**src/stereo_mode_pkg.sv**
```systemverilog
// shared constants and types for the stereo mode select controller
package stereo_mode_pkg;

   typedef enum logic [1:0] {
      MODE_LEFT,
      MODE_RIGHT,
      MODE_BYPASS,
      MODE_AUTO
   } mode_e;

   // one bit per command line
   typedef struct packed {
      logic left_source_synthesis;
      logic right_source_synthesis;
      logic bypass;
      logic auto_mode;
      logic comb_wide;
      logic comb_narrow;
      logic nr_operate;
      logic nr_defeat;
   } cmd_s;

   typedef struct packed {
      logic left;
      logic right;
      logic bypass;
      logic auto_mode;
   } lamp_s;

   localparam int CMD_WIDTH = 8;
   localparam int CLK_FREQ_HZ = 20_000_000;
   localparam int DEBOUNCE_US = 5000;
   localparam int DEBOUNCE_CYCLES = (CLK_FREQ_HZ / 1000) * DEBOUNCE_US / 1000;
   localparam int FAST_FADE_MS = 100;
   localparam int SLOW_FADE_MS = 2000;
   localparam int FAST_FADE_CYCLES = (CLK_FREQ_HZ / 1000) * FAST_FADE_MS;
   localparam int SLOW_FADE_CYCLES = (CLK_FREQ_HZ / 1000) * SLOW_FADE_MS;
   localparam int DEBOUNCE_CNT_W = 17;
   localparam int FADE_CNT_W = 26;

   localparam mode_e RESET_MODE = MODE_BYPASS;
   localparam logic RESET_COMB_WIDE = 1'b0;
   localparam logic RESET_NR_ON = 1'b1;
   localparam logic RESET_INHIBIT = 1'b0;

endpackage

```
**src/input_conditioner.sv**
```systemverilog
// two-flop synchroniser, debouncer and rising-edge detector for one input
`timescale 1ns/100ps
`default_nettype none
module input_conditioner
   import stereo_mode_pkg::*;
#(
   parameter int DEBOUNCE_LEN = DEBOUNCE_CYCLES
) (
   input wire logic ref_clk_in,
   input wire logic reset_in,
   input wire logic raw_in,
   output logic level_out,
   output logic rise_out
);
   logic sync1_reg;
   logic sync2_reg;
   logic stable_reg;
   logic rise_reg;
   logic [DEBOUNCE_CNT_W-1:0] count_reg;
   logic [DEBOUNCE_CNT_W-1:0] count_next;
   wire logic differs;
   wire logic settled;

   assign differs = sync2_reg != stable_reg;
   assign settled = differs && (count_reg == DEBOUNCE_CNT_W'(DEBOUNCE_LEN - 1));
   assign count_next = differs ? count_reg + 1'b1 : '0;

   always_ff @(posedge ref_clk_in) begin
      if (reset_in) begin
         sync1_reg <= 1'b0;
         sync2_reg <= 1'b0;
         stable_reg <= 1'b0;
         rise_reg <= 1'b0;
         count_reg <= '0;
      end else begin
         sync1_reg <= raw_in;
         sync2_reg <= sync1_reg;
         count_reg <= settled ? '0 : count_next;
         if (settled) begin
            stable_reg <= sync2_reg;
         end
         rise_reg <= settled && sync2_reg;
      end
   end

   assign level_out = stable_reg;
   assign rise_out = rise_reg;
endmodule
`default_nettype wire

```
**src/stereo_mode_select_control.sv**
```systemverilog
// mode selection, lockout, crossfade speed and setting latches of the synthesizer
`timescale 1ns/100ps
`default_nettype none
module stereo_mode_select_control
   import stereo_mode_pkg::*;
#(
   parameter int DEBOUNCE_LEN = DEBOUNCE_CYCLES,
   parameter int FAST_FADE_LEN = FAST_FADE_CYCLES,
   parameter int SLOW_FADE_LEN = SLOW_FADE_CYCLES
) (
   input wire logic ref_clk_in,
   input wire logic reset_in,
   input wire cmd_s panel_in,
   input wire cmd_s remote_in,
   input wire cmd_s automation_in,
   input wire logic inhibit_button_in,
   input wire logic pulse_style_in,
   input wire logic single_channel_recognition_only_in,
   input wire logic left_audio_present_in,
   input wire logic right_audio_present_in,
   input wire logic center_detected_in,
   input wire logic expansion_active_in,
   output lamp_s active_lamp_out,
   output lamp_s standby_lamp_out,
   output logic inhibit_lamp_out,
   output logic comb_wide_out,
   output logic nr_on_out,
   output logic expansion_lamp_out,
   output logic fade_slow_out,
   output logic fading_out,
   output logic automation_error_out
);
   // ************************************************************
   // input conditioning
   // ************************************************************
   localparam int NSRC = 3 * CMD_WIDTH + 1;
   wire logic [NSRC-1:0] raw_all;
   wire logic [NSRC-1:0] lvl_all;
   wire logic [NSRC-1:0] rise_all;

   assign raw_all = {inhibit_button_in, automation_in, remote_in, panel_in};

   genvar gi;
   generate
      for (gi = 0; gi < NSRC; gi++) begin : g_cond
         input_conditioner #(
            .DEBOUNCE_LEN(DEBOUNCE_LEN)
         ) u_cond (
            .ref_clk_in(ref_clk_in),
            .reset_in(reset_in),
            .raw_in(raw_all[gi]),
            .level_out(lvl_all[gi]),
            .rise_out(rise_all[gi])
         );
      end
   endgenerate

   // the style and recognition straps are slow switches, synchronised only
   logic [2:0] strap_s1_reg;
   logic [2:0] strap_s2_reg;
   logic [4:0] det_s1_reg;
   logic [4:0] det_s2_reg;
   always_ff @(posedge ref_clk_in) begin
      if (reset_in) begin
         strap_s1_reg <= '0;
         strap_s2_reg <= '0;
         det_s1_reg <= '0;
         det_s2_reg <= '0;
      end else begin
         strap_s1_reg <= {pulse_style_in, single_channel_recognition_only_in, 1'b0};
         strap_s2_reg <= strap_s1_reg;
         det_s1_reg <= {left_audio_present_in, right_audio_present_in,
                        center_detected_in, expansion_active_in, 1'b0};
         det_s2_reg <= det_s1_reg;
      end
   end

   wire logic pulsed;
   wire logic single_only;
   wire logic left_aud;
   wire logic right_aud;
   wire logic center;
   wire logic expansion;
   assign pulsed = strap_s2_reg[2];
   assign single_only = strap_s2_reg[1];
   assign left_aud = det_s2_reg[4];
   assign right_aud = det_s2_reg[3];
   assign center = det_s2_reg[2];
   assign expansion = det_s2_reg[1];

   wire cmd_s pan_rise;
   wire cmd_s rem_rise;
   wire cmd_s aut_rise;
   wire cmd_s aut_lvl;
   wire logic inhibit_rise;
   assign pan_rise = cmd_s'(rise_all[CMD_WIDTH-1:0]);
   assign rem_rise = cmd_s'(rise_all[2*CMD_WIDTH-1:CMD_WIDTH]);
   assign aut_rise = cmd_s'(rise_all[3*CMD_WIDTH-1:2*CMD_WIDTH]);
   assign aut_lvl = cmd_s'(lvl_all[3*CMD_WIDTH-1:2*CMD_WIDTH]);
   assign inhibit_rise = rise_all[NSRC-1];

   // ************************************************************
   // decoding helpers
   // ************************************************************
   function automatic logic [2:0] count_modes(input cmd_s c);
      count_modes = 3'(c.left_source_synthesis) + 3'(c.right_source_synthesis)
                  + 3'(c.bypass) + 3'(c.auto_mode);
   endfunction

   // priority pick of one mode bit; valid only when some bit set
   function automatic mode_e pick_mode(input cmd_s c);
      if (c.left_source_synthesis) begin
         pick_mode = MODE_LEFT;
      end else if (c.right_source_synthesis) begin
         pick_mode = MODE_RIGHT;
      end else if (c.bypass) begin
         pick_mode = MODE_BYPASS;
      end else begin
         pick_mode = MODE_AUTO;
      end
   endfunction

   // ************************************************************
   // mode state
   // ************************************************************
   mode_e standby_reg;
   mode_e active_reg;
   logic inhibit_reg;
   logic inhibit_next;
   logic ext_active_reg;

   assign inhibit_next = inhibit_reg ^ inhibit_rise;

   // automation mode lines only count while not inhibited; automation setting commands and remote are never gated
   wire logic ext_enable;
   wire cmd_s aut_lvl_g;
   wire cmd_s aut_rise_g;
   assign ext_enable = !inhibit_reg && !inhibit_rise;
   assign aut_lvl_g = ext_enable ? aut_lvl : cmd_s'('0);
   assign aut_rise_g = ext_enable ? aut_rise : cmd_s'('0);

   // continuous style: auto line is not a valid override
   wire logic [2:0] lvl_count;
   wire logic cont_override;
   wire mode_e cont_mode;
   assign lvl_count = count_modes(aut_lvl_g);
   assign cont_override = !pulsed && (aut_lvl_g.left_source_synthesis
      || aut_lvl_g.right_source_synthesis || aut_lvl_g.bypass);
   assign cont_mode = pick_mode(aut_lvl_g);

   // error: two or more mode lines active together
   wire logic auto_error;
   assign auto_error = lvl_count >= 3'h2;

   // a button (panel or remote) or a pulse acts the same way
   wire cmd_s press;
   wire logic press_any;
   wire mode_e press_mode;
   assign press = cmd_s'(pan_rise | rem_rise | (pulsed ? aut_rise_g : cmd_s'('0)));
   assign press_any = press.left_source_synthesis || press.right_source_synthesis
      || press.bypass || press.auto_mode;
   assign press_mode = pick_mode(press);

   // standby lamps show while a line holds the device
   wire logic override_now;
   assign override_now = cont_override || (!pulsed && aut_lvl_g.auto_mode) || auto_error;

   // auto recognition decision
   logic auto_change;
   mode_e auto_target;
   logic auto_slow;
   always_comb begin
      auto_change = 1'b1;
      auto_target = MODE_BYPASS;
      auto_slow = 1'b0;
      if (left_aud && !right_aud) begin
         auto_target = MODE_LEFT;
      end else if (right_aud && !left_aud) begin
         auto_target = MODE_RIGHT;
      end else if (!left_aud && !right_aud) begin
         auto_change = 1'b0;
      end else if (single_only) begin
         auto_target = MODE_BYPASS;
      end else begin
         auto_target = center ? MODE_LEFT : MODE_BYPASS;
         auto_slow = 1'b1;
      end
   end

   // effective synthesis state: auto resolves to its recognised mode
   mode_e recog_reg;
   mode_e effective_now;
   logic manual_change;
   mode_e active_next;
   mode_e standby_next;
   always_comb begin
      standby_next = standby_reg;
      active_next = active_reg;
      manual_change = 1'b0;
      if (press_any) begin
         standby_next = press_mode;
      end
      if (auto_error) begin
         active_next = MODE_AUTO;
      end else if (cont_override) begin
         active_next = cont_mode;
      end else begin
         active_next = standby_next;
      end
      manual_change = active_next != active_reg && active_next != MODE_AUTO;
   end

   always_ff @(posedge ref_clk_in) begin
      if (reset_in) begin
         standby_reg <= RESET_MODE;
         active_reg <= RESET_MODE;
         inhibit_reg <= RESET_INHIBIT;
         ext_active_reg <= 1'b0;
         recog_reg <= MODE_BYPASS;
      end else begin
         standby_reg <= standby_next;
         active_reg <= active_next;
         inhibit_reg <= inhibit_next;
         ext_active_reg <= override_now;
         if (auto_change) begin
            recog_reg <= auto_target;
         end
      end
   end
   assign effective_now = (active_reg == MODE_AUTO) ? recog_reg : active_reg;

   // ************************************************************
   // crossfade timer
   // ************************************************************
   logic [FADE_CNT_W-1:0] fade_cnt_reg;
   logic fade_slow_reg;
   logic fading_reg;
   mode_e last_eff_reg;
   wire logic eff_changed;
   wire logic auto_fade_slow;
   assign eff_changed = effective_now != last_eff_reg;
   assign auto_fade_slow = (active_reg == MODE_AUTO) && auto_slow && !manual_change;

   always_ff @(posedge ref_clk_in) begin
      if (reset_in) begin
         fade_cnt_reg <= '0;
         fade_slow_reg <= 1'b0;
         fading_reg <= 1'b0;
         last_eff_reg <= RESET_MODE;
      end else begin
         last_eff_reg <= effective_now;
         // registered copy of a non-zero count, so the lamp needs no decoder after a flop
         fading_reg <= eff_changed || (fade_cnt_reg > FADE_CNT_W'(1));
         if (eff_changed) begin
            fade_slow_reg <= auto_fade_slow;
            fade_cnt_reg <= auto_fade_slow ? FADE_CNT_W'(SLOW_FADE_LEN)
                                           : FADE_CNT_W'(FAST_FADE_LEN);
         end else if (fade_cnt_reg != '0) begin
            fade_cnt_reg <= fade_cnt_reg - 1'b1;
         end
      end
   end

   // ************************************************************
   // setting latches and lamps
   // ************************************************************
   wire cmd_s set_req;
   assign set_req = cmd_s'(pan_rise | rem_rise | aut_rise);

   logic comb_wide_reg;
   logic nr_on_reg;
   logic expansion_reg;
   lamp_s active_lamp_reg;
   lamp_s standby_lamp_reg;
   logic error_reg;

   function automatic lamp_s lamp_of(input mode_e m);
      lamp_of = '{left: m == MODE_LEFT, right: m == MODE_RIGHT,
                  bypass: m == MODE_BYPASS, auto_mode: m == MODE_AUTO};
   endfunction

   always_ff @(posedge ref_clk_in) begin
      if (reset_in) begin
         comb_wide_reg <= RESET_COMB_WIDE;
         nr_on_reg <= RESET_NR_ON;
         expansion_reg <= 1'b0;
         active_lamp_reg <= lamp_of(RESET_MODE);
         standby_lamp_reg <= '0;
         error_reg <= 1'b0;
      end else begin
         if (set_req.comb_wide) begin
            comb_wide_reg <= 1'b1;
         end else if (set_req.comb_narrow) begin
            comb_wide_reg <= 1'b0;
         end
         if (set_req.nr_operate) begin
            nr_on_reg <= 1'b1;
         end else if (set_req.nr_defeat) begin
            nr_on_reg <= 1'b0;
         end
         // expansion only matters while synthesis is in effect
         expansion_reg <= nr_on_reg && expansion && (effective_now != MODE_BYPASS);
         active_lamp_reg <= lamp_of(active_reg);
         standby_lamp_reg <= ext_active_reg ? lamp_of(standby_reg) : lamp_s'('0);
         error_reg <= auto_error;
      end
   end

   assign active_lamp_out = active_lamp_reg;
   assign standby_lamp_out = standby_lamp_reg;
   assign inhibit_lamp_out = inhibit_reg;
   assign comb_wide_out = comb_wide_reg;
   assign nr_on_out = nr_on_reg;
   assign expansion_lamp_out = expansion_reg;
   assign fade_slow_out = fade_slow_reg;
   assign fading_out = fading_reg;
   assign automation_error_out = error_reg;

   // ************************************************************
   // checks
   // ************************************************************
   property p_error_auto;
      @(posedge ref_clk_in) disable iff (reset_in) auto_error |=> active_reg == MODE_AUTO;
   endproperty
   a_error_auto: assert property (p_error_auto) else $error("error not to auto");

   property p_inhibit_toggle;
      @(posedge ref_clk_in) disable iff (reset_in) inhibit_rise |=> inhibit_reg != $past(inhibit_reg);
   endproperty
   a_inhibit_toggle: assert property (p_inhibit_toggle) else $error("inhibit no toggle");

   property p_standby_dark;
      @(posedge ref_clk_in) disable iff (reset_in) !ext_active_reg |=> standby_lamp_out == '0;
   endproperty
   a_standby_dark: assert property (p_standby_dark) else $error("standby lamp lit");

   property p_active_lamp;
      @(posedge ref_clk_in) disable iff (reset_in) ##1 active_lamp_out == lamp_of($past(active_reg));
   endproperty
   a_active_lamp: assert property (p_active_lamp) else $error("active lamp wrong");

   property p_press_free;
      @(posedge ref_clk_in) disable iff (reset_in)
         press_any && !cont_override && !auto_error |=> active_reg == $past(press_mode);
   endproperty
   a_press_free: assert property (p_press_free) else $error("press not applied");

   property p_override_holds;
      @(posedge ref_clk_in) disable iff (reset_in)
         cont_override && !auto_error |=> active_reg == $past(cont_mode);
   endproperty
   a_override_holds: assert property (p_override_holds) else $error("override lost");

   property p_inhibit_blocks;
      @(posedge ref_clk_in) disable iff (reset_in) inhibit_reg |-> !cont_override && !auto_error;
   endproperty
   a_inhibit_blocks: assert property (p_inhibit_blocks) else $error("lines not blocked");

   property p_fast_fade;
      @(posedge ref_clk_in) disable iff (reset_in)
         eff_changed && !auto_fade_slow |=> fade_cnt_reg == FADE_CNT_W'(FAST_FADE_LEN);
   endproperty
   a_fast_fade: assert property (p_fast_fade) else $error("fast fade length");
endmodule
`default_nettype wire

```
**config.mk**
```make
export PLATFORM = sky130hd
export DESIGN_NAME = stereo_mode_select_control
export DESIGN_NICKNAME = d
export VERILOG_FILES = /design/src/stereo_mode_pkg.sv /design/src/input_conditioner.sv /design/src/stereo_mode_select_control.sv
export SDC_FILE = /design/constraint.sdc
export NUM_CORES = 1
export LEC_CHECK = 0
export ABC_AREA = 1
export BUFFER_PORTS_ARGS = -buffer_cell sky130_fd_sc_hd__buf_2
export CORE_UTILIZATION = 62
export CTS_CLUSTER_DIAMETER = 150
export CTS_CLUSTER_SIZE = 12
export DETAILED_ROUTE_END_ITERATION = 8
export MAX_ROUTING_LAYER = met4
export PLACE_DENSITY = 0.79
export SETUP_SLACK_MARGIN = 0.2
export SYNTH_ARGS = -nofsm -noshare
export SYNTH_HDL_FRONTEND = slang
export SYNTH_SLANG_ARGS = --single-unit
```
**constraint.sdc**
```tcl
create_clock -name ref_clk_in -period 4.49 [get_ports ref_clk_in]
set_input_delay 0.6735 -clock ref_clk_in [delete_from_list [all_inputs] [get_ports ref_clk_in]]
set_output_delay 0.6735 -clock ref_clk_in [all_outputs]
set_load 0.02 [all_outputs]
```
==> impl_metrics.ini <==
[grt]
grt.overflow.total = 0
antenna_found_initial = 0
first_global_vias = 19560
grt_pass1_wl_um = 83260
track_usage_pct = 24.10
grt_max_degree = 59

[clock_network]
h-tree-depth = 2
post-cts-setup-buffers = 0
cts_buffers = 54
cts_num_sinks = 587
cts_tree = yes
clock_latency_ps = 600
cts_root_buf = clkbuf_16
cts.hold.buffers_added = 0
ctsResizeCount = 0
clk_path_buf_depth = 3
cts.clk_slew.worst_paths_ps = 60

[setup_path]
critical_path_class = flop to flop
slowest_delay_ps = 530
cp_common_cell = nand2_1
worst_setup_path_end_kind = flop
crit_required_ps = 4960
crit_chain = inv_1, ha_1, nand2_1, fa_1, o21a_1, o21a_1, nand2_1, nor2_1, nand2_1, nand2_1, nand2_1, inv_1, nor2_1
cp.arrival_ps = 2910
start_kind = flop
rrSetupSlack_ps = 2050
crit_fanout = 10
slowest_stage = fa_1

[cells_and_area]
drive_gt1_share_pct = 7.632
fin_nets = 3375
antenna_cells = 0
largest_reg_flops = 425
stdcell_count = 3840
syn_to_final_growth_pct = 8.303

[timing]
finalCriticalPeriod_ps = 2438
relSlewSlack_pct = 24.59
hold_violations = 0
fin_crit_sh_pct = 54.30
finalSetupViolCount = 0
max_freq_ghz = 0.4101
setup_tns_ps = 0
tightest_slew_ps = 1129
rsz0062_at_grt = no
finalClockSkew_ps = 20.61
final_max_slew_viol_count = 0

[logic_synthesis]
synth_area_um2 = 25000
netlist_top_cells_count = dfxtp_1 (587), nor2_1 (565), nand2_1 (472)
synth_nets = 3315
synth_async_sr_flop_share_pct = 0
synth_enable_flop_cells = 0
syn_avg_cell_area_um2 = 7.685
synth_top_family_by_area = simple AND/OR/NAND/NOR gates
ys.flop_type = dfxtp_1
seq_area_frac_synth_pct = 47.01
synth-seq-cells = 587
synth-simple-area-share_pct = 31.24
synth.top_cell.area_share_pct = 47.01
synth_cell_types = 54
netlist_instances = 3253
yosys.area_share.adder_pct = 1.481
synthXorXnorAreaFrac_pct = 6.191
synth_compound_area_share_pct = 6.256
yosysTopAreaCell = dfxtp_1
synth_mux_area_share_pct = 0
yosys_warnings = 0
synth_area_leaders = dfxtp_1 (47%), nor2_1 (8.5%), nand2_1 (7.1%)
synth.most_common_cell = dfxtp_1

[floorplan]
fp.dieH_um = 202.8
dieArea_um2 = 41130
start_util_pct = 62.92
io_pins = 48
die_width_um = 202.8
core_um2 = 39730
rows = 73

[drt]
firstDrtPassIters = 5
vias = 20310
wire_per_inst_um = 12.32
wl_um = 47320
vias_per_cell = 5.289
antenna_left = 0
remaining_drc_errors = 0
drt_first_iter_violations = 1083

[min_path]
worstHoldPathType = input port to flop

[place]
portBuffers = 47
gp_congestion = 0.8902
dp_hpwl_um = 33650
dp.cells = 3782

[flow_run]
cap_violations = 0

[pwr]
vdd_drop_max_mv = 0.3067
p_per_area_nw_per_um2 = 386.9
p_leak_uw = 0.009620

[outcome]
status = finished, final reports clean
[stage by stage]
step	worst slack (ps)	hold slack, ps	utilization (%)	area [um2]	total power [uW]
3_3_place_gp	2005	390.2	64.65	25690	6616
6_report	2052	275.5	68.14	27070	10470
3_5_place_dp	1955	393.2	64.65	25690	6656
2_1_floorplan	2272	388.3	-	25000	6431
4_1_cts	2058	245.1	68.14	27070	10570
5_1_grt	1838	258.4	68.14	27070	10940
[metal layers]
layer  share of wire (%)  GRT usage [%]  vias to the layer above
met1                  45          28.38                     9362
met3                 3.5          3.563                       85
li1                    -              -                    10560
met2                  49          42.18                      306
met4                 2.2          7.599                        0
met5                   0              -                        -
[worst max-delay path, delay by kind of cell, from the launching register on]
family,cells,cell delay [ps]
AOI/OAI and AO/OA,2,350
adders and majority gates,2,860
buffers and inverters,2,170
DFF,1,310
and+or+nand+nor,7,630
[where the power goes]
group | total [uW] | switching, uW | internal (uW)
clock network | 3910 | 1790 | 2120
logic | 1080 | 695 | 385
registers | 5480 | 129 | 5350
[cells in the final DEF, fill, tap and decap left out, types with 38 or more instances in the layout]
cell type / n
a21oi_1: 158
buf_2: 46
clkbuf_16: 54
dfxtp_1: 587
inv_1: 451
nand2_1: 472
nand3_1: 181
nand4_1: 85
nor2_1: 565
nor3_1: 155
nor3b_1: 48
nor4_1: 46
o21ai_0: 38
or2_2: 38
xnor2_1: 45
xor2_1: 128
[logic make-up (layout without fill, tap and decap cells)]
family                     count (synthesis)  in the layout
DFF                                      587            587
xor gates and xnor gates                 175            175
AOI/OAI and AO/OA                        271            271
buffers and inverters                    505            567
adders and majority gates                 29             29
and+or+nand+nor                         1686           1686
[layout make-up]
cell class	instances	area (um2)
clock buffer	55	1355
timing repair buffer	51	267.8
multi-input combinational	2161	11290
sequential	587	11750
inverter	458	1719
clock inverter	3	33.78
fill	3189	12660
tap	525	656.9
[final timing paths]
| path | startpoint | depth (start not counted) | end |
|---|---|---|---|
| worst min-delay path | left_audio_present_in | 3 | det_s1_reg[4] |
| worst min register to register | g_cond[6].u_cond.sync1_reg | 2 | g_cond[6].u_cond.sync2_reg |
| worst max-delay path | inhibit_lamp_out | 13 | fade_cnt_reg[25] |
| worst max register to register | inhibit_lamp_out | 13 | fade_cnt_reg[25] |
Note: power is estimated with default switching activity, not from simulation.
